## config.mk

```make
export PLATFORM = sky130hd
export DESIGN_NAME = ixr_indexer_core
export DESIGN_NICKNAME = d
export VERILOG_FILES = /design/src/ixr_pkg.sv /design/src/ixr_indexer_core.sv
export SDC_FILE = /design/constraint.sdc
export NUM_CORES = 1
export LEC_CHECK = 0
export CELL_PAD_IN_SITES_DETAIL_PLACEMENT = 0
export CELL_PAD_IN_SITES_GLOBAL_PLACEMENT = 1
export CORE_ASPECT_RATIO = 1.2
export CORE_MARGIN = 3
export CORE_UTILIZATION = 38
export CTS_CLUSTER_SIZE = 14
export DETAILED_ROUTE_END_ITERATION = 8
export DONT_BUFFER_PORTS = 1
export GPL_TIMING_DRIVEN = 0
export PLACE_DENSITY = 0.6
export SYNTH_ARGS = -nofsm -noshare
export SYNTH_HDL_FRONTEND = slang
export SYNTH_SLANG_ARGS = --single-unit
```

## constraint.sdc

```tcl
create_clock -name pclk -period 7.9 [get_ports pclk]
set_clock_uncertainty 0.05 [all_clocks]
set_input_delay 0.395 -clock pclk [delete_from_list [all_inputs] [get_ports pclk]]
set_output_delay 0.395 -clock pclk [all_outputs]
set_load 0.05 [all_outputs]
```

## src/ixr_pkg.sv

```systemverilog
// Summary of operation
// - start without home return: alarm, no move
// - station above count minus one: warning
// - start ignored while moving; wait completion
// - table mode: speed from selected table
// - direct mode: given speed, table one ramps
// - hold torque limit after in-position delay
// - in-position asserted at power-on on station
// - shortest mode picks shortest travel direction
// - shortest mode ignores station order parameter
// - station count parameter divides one revolution
// - eight tables of speed and ramp times
// - eight select bits give binary station
// - three speed bits pick table index value minus one
// - one station occupied: always table one
// - no registers: speed from point table
// - completion shows station, done, in-position, near
package ixr_pkg;
   // ----------------------------------------
   // register offsets
   // ----------------------------------------
   localparam logic [7:0] IXR_CTRL_OFS = 8'h00;
   localparam logic [7:0] IXR_TARGET_OFS = 8'h04;
   localparam logic [7:0] IXR_SPEED_OFS = 8'h08;
   localparam logic [7:0] IXR_PARAM_OFS = 8'h0C;
   localparam logic [7:0] IXR_TQ_LIMIT_OFS = 8'h10;
   localparam logic [7:0] IXR_TQ_HOLD_OFS = 8'h14;
   localparam logic [7:0] IXR_TQ_DELAY_OFS = 8'h18;
   localparam logic [7:0] IXR_STATUS_OFS = 8'h1C;
   localparam logic [7:0] IXR_TQ_EFF_OFS = 8'h20;
   localparam logic [7:0] IXR_TABLE_OFS = 8'h40;
   // ----------------------------------------
   // control field positions
   // ----------------------------------------
   localparam int IXR_C_SERVO = 0;
   localparam int IXR_C_START = 1;
   localparam int IXR_C_DIR = 2;
   localparam int IXR_C_MODE_LO = 3;
   localparam int IXR_C_MODE_HI = 4;
   localparam int IXR_C_SRC = 5;
   localparam int IXR_C_POS_REQ = 6;
   localparam int IXR_C_SPD_REQ = 7;
   localparam int IXR_C_STATION = 8;
   localparam int IXR_C_TABLE = 16;
   localparam int IXR_C_TWO_ST = 19;
   // ----------------------------------------
   // parameter and status field positions
   // ----------------------------------------
   localparam int IXR_P_COUNT = 0;
   localparam int IXR_P_OPSEL = 8;
   localparam int IXR_P_ORDER = 12;
   localparam int IXR_P_DIRECT = 13;
   localparam int IXR_S_DONE = 0;
   localparam int IXR_S_INPOS = 1;
   localparam int IXR_S_NEAR = 2;
   localparam int IXR_S_HOME_ALM = 3;
   localparam int IXR_S_ST_WARN = 4;
   localparam int IXR_S_POS_ACK = 5;
   localparam int IXR_S_SPD_ACK = 6;
   localparam int IXR_S_MOVING = 7;
   localparam int IXR_S_UP = 8;
   localparam int IXR_S_STATION = 16;
   // ----------------------------------------
   // reset values and codes
   // ----------------------------------------
   localparam logic [31:0] IXR_PARAM_RST = 32'h0000_0808;
   localparam logic [3:0] IXR_OPSEL_INDEXER = 4'h8;
   localparam logic [15:0] IXR_TQ_RST = 16'h03E8;
   localparam logic [15:0] IXR_DELAY_RST = 16'h0064;
   localparam int IXR_TABLES = 8;
   // ----------------------------------------
   // timing
   // ----------------------------------------
   localparam int IXR_CLK_PERIOD_NS = 25;
   localparam int IXR_MS_NS = 1000000;
   localparam logic [31:0] IXR_CYC_PER_MS = 32'(IXR_MS_NS / IXR_CLK_PERIOD_NS);
   localparam int IXR_STEP_CYCLES = 16;
   typedef enum logic [2:0]
   {
      IXR_IDLE = 3'b001,
      IXR_MOVE = 3'b010,
      IXR_ARRIVE = 3'b100
   } ixr_state_t;
endpackage

```

## src/ixr_indexer_core.sv

```systemverilog
// Our own choices: the register offsets and the APB slave port.
`timescale 1ns/100ps
module ixr_indexer_core
   import ixr_pkg::*;
#(
   parameter int STEP_CYCLES = IXR_STEP_CYCLES
)
(
   input wire logic pclk,
   input wire logic presetn,
   input wire logic psel,
   input wire logic penable,
   input wire logic pwrite,
   input wire logic [7:0] paddr,
   input wire logic [31:0] pwdata,
   output logic [31:0] prdata,
   output logic pready,
   output logic pslverr,
   input wire logic home_done,
   output logic move_done_flag,
   output logic in_position_flag,
   output logic near_target_flag,
   output logic [7:0] station_out,
   output logic home_alarm,
   output logic station_warning,
   output logic [15:0] active_speed,
   output logic [15:0] active_acc_time,
   output logic [15:0] active_dec_time,
   output logic [15:0] torque_limit_fwd,
   output logic [15:0] torque_limit_rev
);
   // ----------------------------------------
   // helpers
   // ----------------------------------------
   function automatic logic [7:0] ixr_dist(input logic [7:0] from_s, input logic [7:0] to_s, input logic [7:0] n);
      logic [8:0] d;
      d = {1'b0, to_s} - {1'b0, from_s};
      if (to_s < from_s)
      begin
         d = d + {1'b0, n};
      end
      return d[7:0];
   endfunction

   // ----------------------------------------
   // registers and state
   // ----------------------------------------
   logic [31:0] ctrl_reg;
   logic [7:0] target_station_reg;
   logic [15:0] speed_or_table_reg;
   logic [31:0] param_reg;
   logic [15:0] fwd_torque_limit_param;
   logic [15:0] rev_torque_limit_param;
   logic [15:0] hold_torque_limit_param;
   logic [15:0] torque_switch_delay_param;
   logic [15:0] tbl_speed_reg [IXR_TABLES];
   logic [15:0] tbl_acc_reg [IXR_TABLES];
   logic [15:0] tbl_dec_reg [IXR_TABLES];
   logic [7:0] pos_latch_reg;
   logic [15:0] spd_latch_reg;
   logic pos_ack_reg;
   logic spd_ack_reg;
   logic start_prev_reg;
   ixr_state_t state_reg;
   logic [7:0] cur_station_reg;
   logic [7:0] goal_reg;
   logic step_up_reg;
   logic [15:0] step_cnt_reg;
   logic [31:0] tq_cnt_reg;
   logic hold_reg;

   logic wr_en;
   logic rd_en;
   logic tbl_hit;
   logic [2:0] tbl_sel;
   logic [1:0] tbl_word;
   logic addr_ok;
   logic [7:0] station_count_param;
   logic [3:0] operation_select_param;
   logic station_order_dir_param;
   logic speed_direct;
   logic move_start_cmd;
   logic rotation_dir_cmd;
   logic op_mode_sel_low;
   logic op_mode_sel_high;
   logic pos_speed_source_sel;
   logic two_stations;
   logic start_rise;
   logic mode_ok;
   logic shortest_mode;
   logic [7:0] sel_target;
   logic [2:0] sel_table;
   logic [7:0] dist_up;
   logic [7:0] dist_down;
   logic launch;
   logic [7:0] next_station;

   assign station_count_param = param_reg[IXR_P_COUNT +: 8];
   assign operation_select_param = param_reg[IXR_P_OPSEL +: 4];
   assign station_order_dir_param = param_reg[IXR_P_ORDER];
   assign speed_direct = param_reg[IXR_P_DIRECT];
   assign move_start_cmd = ctrl_reg[IXR_C_START];
   assign rotation_dir_cmd = ctrl_reg[IXR_C_DIR];
   assign op_mode_sel_low = ctrl_reg[IXR_C_MODE_LO];
   assign op_mode_sel_high = ctrl_reg[IXR_C_MODE_HI];
   assign pos_speed_source_sel = ctrl_reg[IXR_C_SRC];
   assign two_stations = ctrl_reg[IXR_C_TWO_ST];

   // ----------------------------------------
   // apb slave
   // ----------------------------------------
   assign pready = 1'b1;
   assign wr_en = psel & penable & pwrite;
   assign rd_en = psel & penable & ~pwrite;
   // tables fill 0x40 to 0xBF, so the top table index bit is address bit seven
   assign tbl_hit = (paddr[7:6] == 2'b01) || (paddr[7:6] == 2'b10);
   assign tbl_sel = {paddr[7], paddr[5:4]};
   assign tbl_word = paddr[3:2];
   assign addr_ok = (tbl_hit && tbl_word != 2'b11) || paddr <= IXR_TQ_EFF_OFS;
   assign pslverr = psel & penable & (~addr_ok | (paddr[1:0] != 2'b00));

   always_comb
   begin
      prdata = 32'h0000_0000;
      if (rd_en)
      begin
         if (tbl_hit)
         begin
            unique case (tbl_word)
               2'b00: prdata = {16'h0000, tbl_speed_reg[tbl_sel]};
               2'b01: prdata = {16'h0000, tbl_acc_reg[tbl_sel]};
               2'b10: prdata = {16'h0000, tbl_dec_reg[tbl_sel]};
               2'b11: prdata = 32'h0000_0000;
            endcase
         end
         else
         begin
            case (paddr)
               IXR_CTRL_OFS: prdata = ctrl_reg;
               IXR_TARGET_OFS: prdata = {24'h000000, target_station_reg};
               IXR_SPEED_OFS: prdata = {16'h0000, speed_or_table_reg};
               IXR_PARAM_OFS: prdata = param_reg;
               IXR_TQ_LIMIT_OFS: prdata = {rev_torque_limit_param, fwd_torque_limit_param};
               IXR_TQ_HOLD_OFS: prdata = {16'h0000, hold_torque_limit_param};
               IXR_TQ_DELAY_OFS: prdata = {16'h0000, torque_switch_delay_param};
               IXR_STATUS_OFS:
               begin
                  prdata[IXR_S_DONE] = move_done_flag;
                  prdata[IXR_S_INPOS] = in_position_flag;
                  prdata[IXR_S_NEAR] = near_target_flag;
                  prdata[IXR_S_HOME_ALM] = home_alarm;
                  prdata[IXR_S_ST_WARN] = station_warning;
                  prdata[IXR_S_POS_ACK] = pos_ack_reg;
                  prdata[IXR_S_SPD_ACK] = spd_ack_reg;
                  prdata[IXR_S_MOVING] = (state_reg != IXR_IDLE);
                  prdata[IXR_S_UP] = step_up_reg;
                  prdata[IXR_S_STATION +: 8] = station_out;
               end
               IXR_TQ_EFF_OFS: prdata = {torque_limit_rev, torque_limit_fwd};
               default: prdata = 32'h0000_0000;
            endcase
         end
      end
   end

   always_ff @(posedge pclk or negedge presetn)
   begin
      if (!presetn)
      begin
         ctrl_reg <= 32'h0000_0000;
         target_station_reg <= 8'h00;
         speed_or_table_reg <= 16'h0000;
         param_reg <= IXR_PARAM_RST;
         fwd_torque_limit_param <= IXR_TQ_RST;
         rev_torque_limit_param <= IXR_TQ_RST;
         hold_torque_limit_param <= IXR_TQ_RST;
         torque_switch_delay_param <= IXR_DELAY_RST;
      end
      else if (wr_en && !pslverr && !tbl_hit)
      begin
         case (paddr)
            IXR_CTRL_OFS: ctrl_reg <= {12'h000, pwdata[19:0]};
            IXR_TARGET_OFS: target_station_reg <= pwdata[7:0];
            IXR_SPEED_OFS: speed_or_table_reg <= pwdata[15:0];
            IXR_PARAM_OFS: param_reg <= {18'h00000, pwdata[13:0]};
            IXR_TQ_LIMIT_OFS:
            begin
               fwd_torque_limit_param <= pwdata[15:0];
               rev_torque_limit_param <= pwdata[31:16];
            end
            IXR_TQ_HOLD_OFS: hold_torque_limit_param <= pwdata[15:0];
            IXR_TQ_DELAY_OFS: torque_switch_delay_param <= pwdata[15:0];
            default: ;
         endcase
      end
   end

   // eight tables of speed and ramp times
   always_ff @(posedge pclk or negedge presetn)
   begin
      if (!presetn)
      begin
         for (int i = 0; i < IXR_TABLES; i++)
         begin
            tbl_speed_reg[i] <= 16'h0000;
            tbl_acc_reg[i] <= 16'h0000;
            tbl_dec_reg[i] <= 16'h0000;
         end
      end
      else if (wr_en && tbl_hit && !pslverr)
      begin
         unique case (tbl_word)
            2'b00: tbl_speed_reg[tbl_sel] <= pwdata[15:0];
            2'b01: tbl_acc_reg[tbl_sel] <= pwdata[15:0];
            2'b10: tbl_dec_reg[tbl_sel] <= pwdata[15:0];
            2'b11: ;
         endcase
      end
   end

   // ----------------------------------------
   // execution request handshake
   // ----------------------------------------
   always_ff @(posedge pclk or negedge presetn)
   begin
      if (!presetn)
      begin
         pos_latch_reg <= 8'h00;
         spd_latch_reg <= 16'h0000;
         pos_ack_reg <= 1'b0;
         spd_ack_reg <= 1'b0;
      end
      else
      begin
         pos_ack_reg <= ctrl_reg[IXR_C_POS_REQ];
         spd_ack_reg <= ctrl_reg[IXR_C_SPD_REQ];
         if (ctrl_reg[IXR_C_POS_REQ] && !pos_ack_reg)
         begin
            pos_latch_reg <= target_station_reg;
         end
         if (ctrl_reg[IXR_C_SPD_REQ] && !spd_ack_reg)
         begin
            spd_latch_reg <= speed_or_table_reg;
         end
      end
   end

   // ----------------------------------------
   // start decode and selections
   // ----------------------------------------
   assign start_rise = move_start_cmd & ~start_prev_reg;
   assign mode_ok = ctrl_reg[IXR_C_SERVO] & op_mode_sel_high & (operation_select_param == IXR_OPSEL_INDEXER);
   assign shortest_mode = op_mode_sel_low & op_mode_sel_high;
   assign sel_target = pos_speed_source_sel ? pos_latch_reg : ctrl_reg[IXR_C_STATION +: 8];
   always_comb
   begin
      if (pos_speed_source_sel)
      begin
         sel_table = speed_direct ? 3'h0 : 3'(spd_latch_reg[2:0] - 3'h1);
      end
      else
      begin
         sel_table = two_stations ? ctrl_reg[IXR_C_TABLE +: 3] : 3'h0;
      end
   end
   assign dist_up = ixr_dist(cur_station_reg, sel_target, station_count_param);
   assign dist_down = ixr_dist(sel_target, cur_station_reg, station_count_param);
   assign launch = start_rise && state_reg == IXR_IDLE && mode_ok && home_done &&
                   sel_target < station_count_param;
   assign next_station = step_up_reg ?
                         ((cur_station_reg + 8'h01 == station_count_param) ? 8'h00 : cur_station_reg + 8'h01) :
                         ((cur_station_reg == 8'h00) ? station_count_param - 8'h01 : cur_station_reg - 8'h01);

   // ----------------------------------------
   // alarm and warning, write one to clear, set wins
   // ----------------------------------------
   always_ff @(posedge pclk or negedge presetn)
   begin
      if (!presetn)
      begin
         home_alarm <= 1'b0;
         station_warning <= 1'b0;
         start_prev_reg <= 1'b0;
      end
      else
      begin
         start_prev_reg <= move_start_cmd;
         if (start_rise && state_reg == IXR_IDLE && mode_ok && !home_done)
         begin
            home_alarm <= 1'b1;
         end
         else if (wr_en && paddr == IXR_STATUS_OFS && pwdata[IXR_S_HOME_ALM])
         begin
            home_alarm <= 1'b0;
         end
         if (start_rise && state_reg == IXR_IDLE && mode_ok && home_done && sel_target >= station_count_param)
         begin
            station_warning <= 1'b1;
         end
         else if (wr_en && paddr == IXR_STATUS_OFS && pwdata[IXR_S_ST_WARN])
         begin
            station_warning <= 1'b0;
         end
      end
   end

   // ----------------------------------------
   // motion sequencer
   // ----------------------------------------
   always_ff @(posedge pclk or negedge presetn)
   begin
      if (!presetn)
      begin
         state_reg <= IXR_IDLE;
         cur_station_reg <= 8'h00;
         goal_reg <= 8'h00;
         step_up_reg <= 1'b1;
         step_cnt_reg <= 16'h0000;
         active_speed <= 16'h0000;
         active_acc_time <= 16'h0000;
         active_dec_time <= 16'h0000;
         move_done_flag <= 1'b0;
         in_position_flag <= 1'b1;
         near_target_flag <= 1'b1;
         station_out <= 8'h00;
      end
      else
      begin
         unique case (state_reg)
            IXR_IDLE:
            begin
               if (launch)
               begin
                  goal_reg <= sel_target;
                  active_speed <= (pos_speed_source_sel && speed_direct) ? spd_latch_reg : tbl_speed_reg[sel_table];
                  active_acc_time <= tbl_acc_reg[sel_table];
                  active_dec_time <= tbl_dec_reg[sel_table];
                  if (shortest_mode)
                  begin
                     step_up_reg <= (dist_up <= dist_down);
                  end
                  else
                  begin
                     step_up_reg <= rotation_dir_cmd ^ station_order_dir_param;
                  end
                  step_cnt_reg <= 16'h0000;
                  move_done_flag <= 1'b0;
                  in_position_flag <= 1'b0;
                  near_target_flag <= 1'b0;
                  state_reg <= (sel_target == cur_station_reg) ? IXR_ARRIVE : IXR_MOVE;
               end
            end
            IXR_MOVE:
            begin
               if (step_cnt_reg == 16'(STEP_CYCLES - 1))
               begin
                  step_cnt_reg <= 16'h0000;
                  cur_station_reg <= next_station;
                  if (next_station == goal_reg)
                  begin
                     state_reg <= IXR_ARRIVE;
                  end
               end
               else
               begin
                  step_cnt_reg <= step_cnt_reg + 16'h0001;
               end
               near_target_flag <= (next_station == goal_reg);
            end
            IXR_ARRIVE:
            begin
               station_out <= cur_station_reg;
               move_done_flag <= 1'b1;
               in_position_flag <= 1'b1;
               near_target_flag <= 1'b1;
               state_reg <= IXR_IDLE;
            end
         endcase
      end
   end

   // ----------------------------------------
   // torque limit switching
   // ----------------------------------------
   always_ff @(posedge pclk or negedge presetn)
   begin
      if (!presetn)
      begin
         tq_cnt_reg <= 32'h0000_0000;
         hold_reg <= 1'b0;
      end
      else if (!in_position_flag || state_reg != IXR_IDLE || launch)
      begin
         tq_cnt_reg <= 32'h0000_0000;
         hold_reg <= 1'b0;
      end
      else if (tq_cnt_reg >= 32'(torque_switch_delay_param) * IXR_CYC_PER_MS)
      begin
         hold_reg <= 1'b1;
      end
      else
      begin
         tq_cnt_reg <= tq_cnt_reg + 32'h0000_0001;
      end
   end
   assign torque_limit_fwd = hold_reg ? hold_torque_limit_param : fwd_torque_limit_param;
   assign torque_limit_rev = hold_reg ? hold_torque_limit_param : rev_torque_limit_param;
endmodule // ixr_indexer_core

```

# Word level (Yosys, flattened, before mapping)
# Index checks and enable logic that the tools add are counted.
word_totals:
  elab_cells: 230
  in_bits: 46
  reg_bits: 663
  out_inout_bits: 127
classes:
  mux: 62
  bitwise: 15
  order_cmp: 10
  n_addsub: 10
  n_eq_ne: 27
  n_reduce_logical: 52
  n_mul: 1
ops:
  columns: ["op", "count"]
  rows:
  - ["$bwmux 128", 3]
  - ["$bmux 16 s3", 6]
  - ["$mux 16", 18]
  - ["$mux 32", 4]
  - ["$pmux 32 s4", 1]
  - ["$pmux 9 s9", 1]
  - ["$pmux 7 s7", 1]
  - ["$demux 16 s3", 1]
  - ["$mux 8", 6]
  - ["$add 32x1->32 const B", 1]
  - ["$eq 8x5->1 const B", 4]
  - ["$ge 32x32->1", 1]
  - ["$pmux 16 s2", 1]
  - ["$pmux 8 s4", 1]
  - ["$reduce_and 2->1", 14]
  - ["$mul 16x10->26 const B", 1]
  - ["$eq 8x8->1", 3]
  - ["$lt 8x8->1", 3]
  - ["$mux 3", 7]
  - ["$logic_and 1x1->1", 18]
  - ["$add 16x1->16 const B", 1]
  - ["$add 8x8->8", 2]
  - ["$eq 16x4->1 const B", 1]
  - ["$eq 8x4->1 const B", 2]
  - ["other kinds (35)", 76]

# Logic depth before layout (Yosys ltp)
logic_depth:
  ltp_word: 11
  mapped_depth: 32
  ltp_nobuf: 31

# Worst setup path before layout
# Ideal clock, no wire load.
synth_timing:
  path_kind: "flip-flop to flip-flop"
  start: "register torque_switch_delay_param[5]"
  end: "register tq_cnt_reg[3]"
  setup_time_ns: 0.132
  stages_incl_launch_ff: 31
  setup_slack_ns: 1.133
  required_ns: 7.718
  arrival_time_ns: 6.585
  n_path_buf: 2
  path_cell_list: "dfstp_2 > inv_1 > fa_1 > inv_1 > ha_1 > fa_1 > ha_1 > inv_1 > fa_1 > inv_1 > ha_1 > a21o_1 > a21o_1 > or3_1 > nor3_1 > nor4_1 > nor3_1 > o31ai_1 > a21oi_1 > xor2_1 > ha_1 > nand4_1 > nor2_1 > nand2_1 > a2111oi_0 > o211ai_1 > nand4_1 > clkbuf_1 > clkbuf_1 > xnor2_1 > nor2_1"
synth_between:
  elab_chain_cells: 3
synth_rtl:
  columns: ["item", "line", "text"]
  rows:
  - ["start, declared", "ixr_indexer_core.sv:55", "logic [15:0] torque_switch_delay_param;"]
  - ["start signal, assigned", "ixr_indexer_core.sv:192", "IXR_TQ_DELAY_OFS: torque_switch_delay_param <= pwdata[15:0];"]
  - ["$mul 16x10->26", "ixr_indexer_core.sv:397", "else if (tq_cnt_reg >= 32'(torque_switch_delay_param) * IXR_CYC_PER_MS)"]
  - ["$ge 32x32->1", "ixr_indexer_core.sv:397", null]
  - ["$ne 2x2->1 (no source line)", null, null]
  - ["end signal, assigned", "ixr_indexer_core.sv:403", "tq_cnt_reg <= tq_cnt_reg + 32'h0000_0001;"]
  - ["end, declared", "ixr_indexer_core.sv:69", "logic [31:0] tq_cnt_reg;"]
# Every way passes these cells.
# A chain may end at the register's enable or synchronous reset.

# Final worst setup path
layout_timing:
  start: "register torque_switch_delay_param[5]"
  end: "register tq_cnt_reg[7]"
# The elaborated chain is that of the path after synthesis.

==> metrics.yaml <==
setup_tns_ns: 0
num_io_pins: 173
placedInstanceArea_mm2: 0.0415
dp.final_hpwl_um: 111000
cts_tree: "done"
clkPwrFrac: 0.476
worst_pin_slew_ns: 1.49
grt_first_pass_wirelength_um: 217000
cts_htree_levels: 3
via_count: 30804
rr_worst_depth: 30
whs_endpoint: "station_warning"
worstHoldStart: "pwdata[4]"
drt-initial-drc-count: 2627
violations: "max-capacitance violations"
cts_made_buffers: 76
power.switching_mw: 2.00
r2r_end: "tq_cnt_reg[7]"
min_path_type: "in2reg"
arrival_ns: 7.89
synthArstFlopShare: 1.00
outcome: "finished, violations left"
fp.dieH_um: 359
synth.top_cells.by_count: "636 x dfrtp_1, 573 x nand2_1, 512 x mux2_2, 220 x inv_1, 206 x clkbuf_1"
die_w_um: 300
grt_max_degree: 664
cp.required_ns: 8.39
antenna_found_initial: 9
p_per_area_mw_per_mm2: 176
post_synth_main_area_contributors: "dfrtp_1 40%, mux2_2 15%, mux4_2 6.4%"
synthToLayoutAreaGrowth_pct: 12.9
synth_top_area_frac: 0.403
ys_seq_area_frac: 0.421
nets: 4161
ys.flop_type: "dfrtp_1"
rows: 128
path_clk_slew_ns: 0.06
synth_fp_nets: 3998
drc: 0
final_util: 0.436
ys_seq_elements: 663
relSlewSlack: 0.00537
grt.overflow.total: 0
cts.sinks: 663
grt_pass1_vias: 30941
syn_area_per_cell_um2: 10.5
hold_violations: 0
drt-vias-per-instance: 5.75
p_int_mw: 5.84
maxSlewViolCount: 0
path_class: "reg2reg"
synth_top_cell_by_area: "dfrtp_1"
clkLatencyLatePin_ns: 0.64
fmax_mhz: 135
routedWlPerCell_um: 28.0
coreArea_mm2: 0.102
cp-start-kind: "flop"
start_util: 0.386
leakagePower_nw: 20.3
syn_inst: 3763
wl_um: 150000
cpPeakStageDelay_ns: 0.65
finalCriticalPeriod_ns: 7.40
dieArea_mm2: 0.108
grt_use_total: 0.273
pwr-share-seq: 0.446
postRouteAntennaNets: 0
holdPathStages: 2
fin_ws_ns: 0.502
synth.most_common_cell: "dfrtp_1"
dpl_worst_slack_ns: -0.376
ir_worst_vdd_v: 0.000230
synth_warnings: 0
synth-edff-count: 0
finalCritPeriodShare: 0.936
p_sw_frac: 0.255
syn-cell-area_mm2: 0.0395
r2r_start: "torque_switch_delay_param[5]"
end_kind: "flop"
synth_cell_type_count: 85
cts-root-buf: "clkbuf_16"
dr.pass1.iters: 7
io_buffers: 0
r2r_setup_slack_ns: 0.50
maxCapViolCount: 1
gp_congestion: 0.971
clockBufferDepth: 3
stdcell_area_mm2: 0.0446
cp_max_fo: 10
setup_violations: 0
crit_path_top_delay_cell: "dfstp_2"
drive_above_1_share: 0.224
pwr-share-comb: 0.078
layer usage:
| layer | global-route usage | wire length, um | vias up |
|---|---|---|---|
| met5 | 0 | 0 | - |
| met4 | 0.103 | 5800 | 0 |
| met3 | 0.0663 | 11800 | 214 |
| met2 | 0.435 | 68800 | 1025 |
| met1 | 0.360 | 63500 | 15829 |
| li1 | - | - | 13736 |
worst max-delay path by stage:
stage | slack, ns | startpoint | cells after the start | end
after floorplan | 1.13 | torque_switch_delay_param[5] | 30 | tq_cnt_reg[3]
after global routing | -0.003 | torque_switch_delay_param[5] | 31 | tq_cnt_reg[28]
final | 0.50 | torque_switch_delay_param[5] | 30 | tq_cnt_reg[7]
after detailed placement | -0.38 | torque_switch_delay_param[5] | 29 | tq_cnt_reg[7]
after global placement | -0.30 | torque_switch_delay_param[5] | 29 | tq_cnt_reg[11]
after CTS | 0.09 | torque_switch_delay_param[5] | 29 | tq_cnt_reg[7]
cell usage in the layout (no fill, tap or decap), types with 31 or more instances in the layout:
master and n:
nand3_1 177, a311oi_1 32, inv_1 220, buf_2 31, dfrtp_1 635, a22oi_1 42
fa_1 39, xnor2_1 53, nand2_1 573, clkbuf_1 218, o21ai_1 32, o21ai_0 162
and3_1 45, a21oi_1 93, mux4_2 112, buf_1 49, mux2_2 512, clkbuf_16 79
a31oi_1 46, nor2_1 105, ha_1 150
area by class of cell:
type	instances	area [um^2]
antenna	7	17.5
buffer	269	1080
clock buffer	113	2280
clock inverter	21	290
fill	9958	57700
inverter	221	830
multi-input combinational	2610	21000
sequential	663	16600
tap	1365	1710
timing repair buffer	85	729
power groups by stage:
stage	Sequential (mW)	Combinational [mW]	Clock, mW
2_1_floorplan	3.54	0.333	0
3_3_place_gp	3.56	0.515	0
3_5_place_dp	3.56	0.518	0
4_1_cts	3.50	0.533	3.80
5_1_grt	3.50	0.660	3.94
6_report	3.50	0.609	3.73
logic make-up after synthesis:
group / count (synthesis) / synth area share
buffers and inverters: 490 / 0.0482
AND/OR/NAND/NOR: 1080 / 0.125
flip-flops: 663 / 0.421
XOR/XNOR: 82 / 0.0189
adder cells (fa/ha/maj): 189 / 0.0673
multiplexers: 680 / 0.225
other: 1 / 0.0000949
AO/OA/AOI/OAI: 578 / 0.0948
through the flow:
stage	power [mW]	instances	hold slack (ns)
floorplan	3.87	3763	0.0494
global placement	4.07	5128	0.0726
detailed placement	4.08	5178	0.0709
CTS	7.83	5338	-0.600
global route	8.10	5352	0.0362
finish	7.84	5354	0.0284
worst max-delay path: cells and delay by family (launching register included):
kind | cells | cell delay, ns
fa+ha+maj | 7 | 2.75
buf+inv | 6 | 0.80
xor+xnor | 1 | 0.10
compound gates | 8 | 1.45
flops | 1 | 0.65
simple gates | 8 | 1.52
timing repair:
| item | CTS | global route |
|---|---|---|
| hold endpoints to repair | 693 | 71 |
| gates resized for setup | 5 | 11 |
| hold buffers | 26 | 2 |
| buffers inserted | 0 | 4 |
| pin swaps | 0 | 4 |
| endpoints found under the setup margin | 14 | 27 |
(Power assumes the default switching activity.)
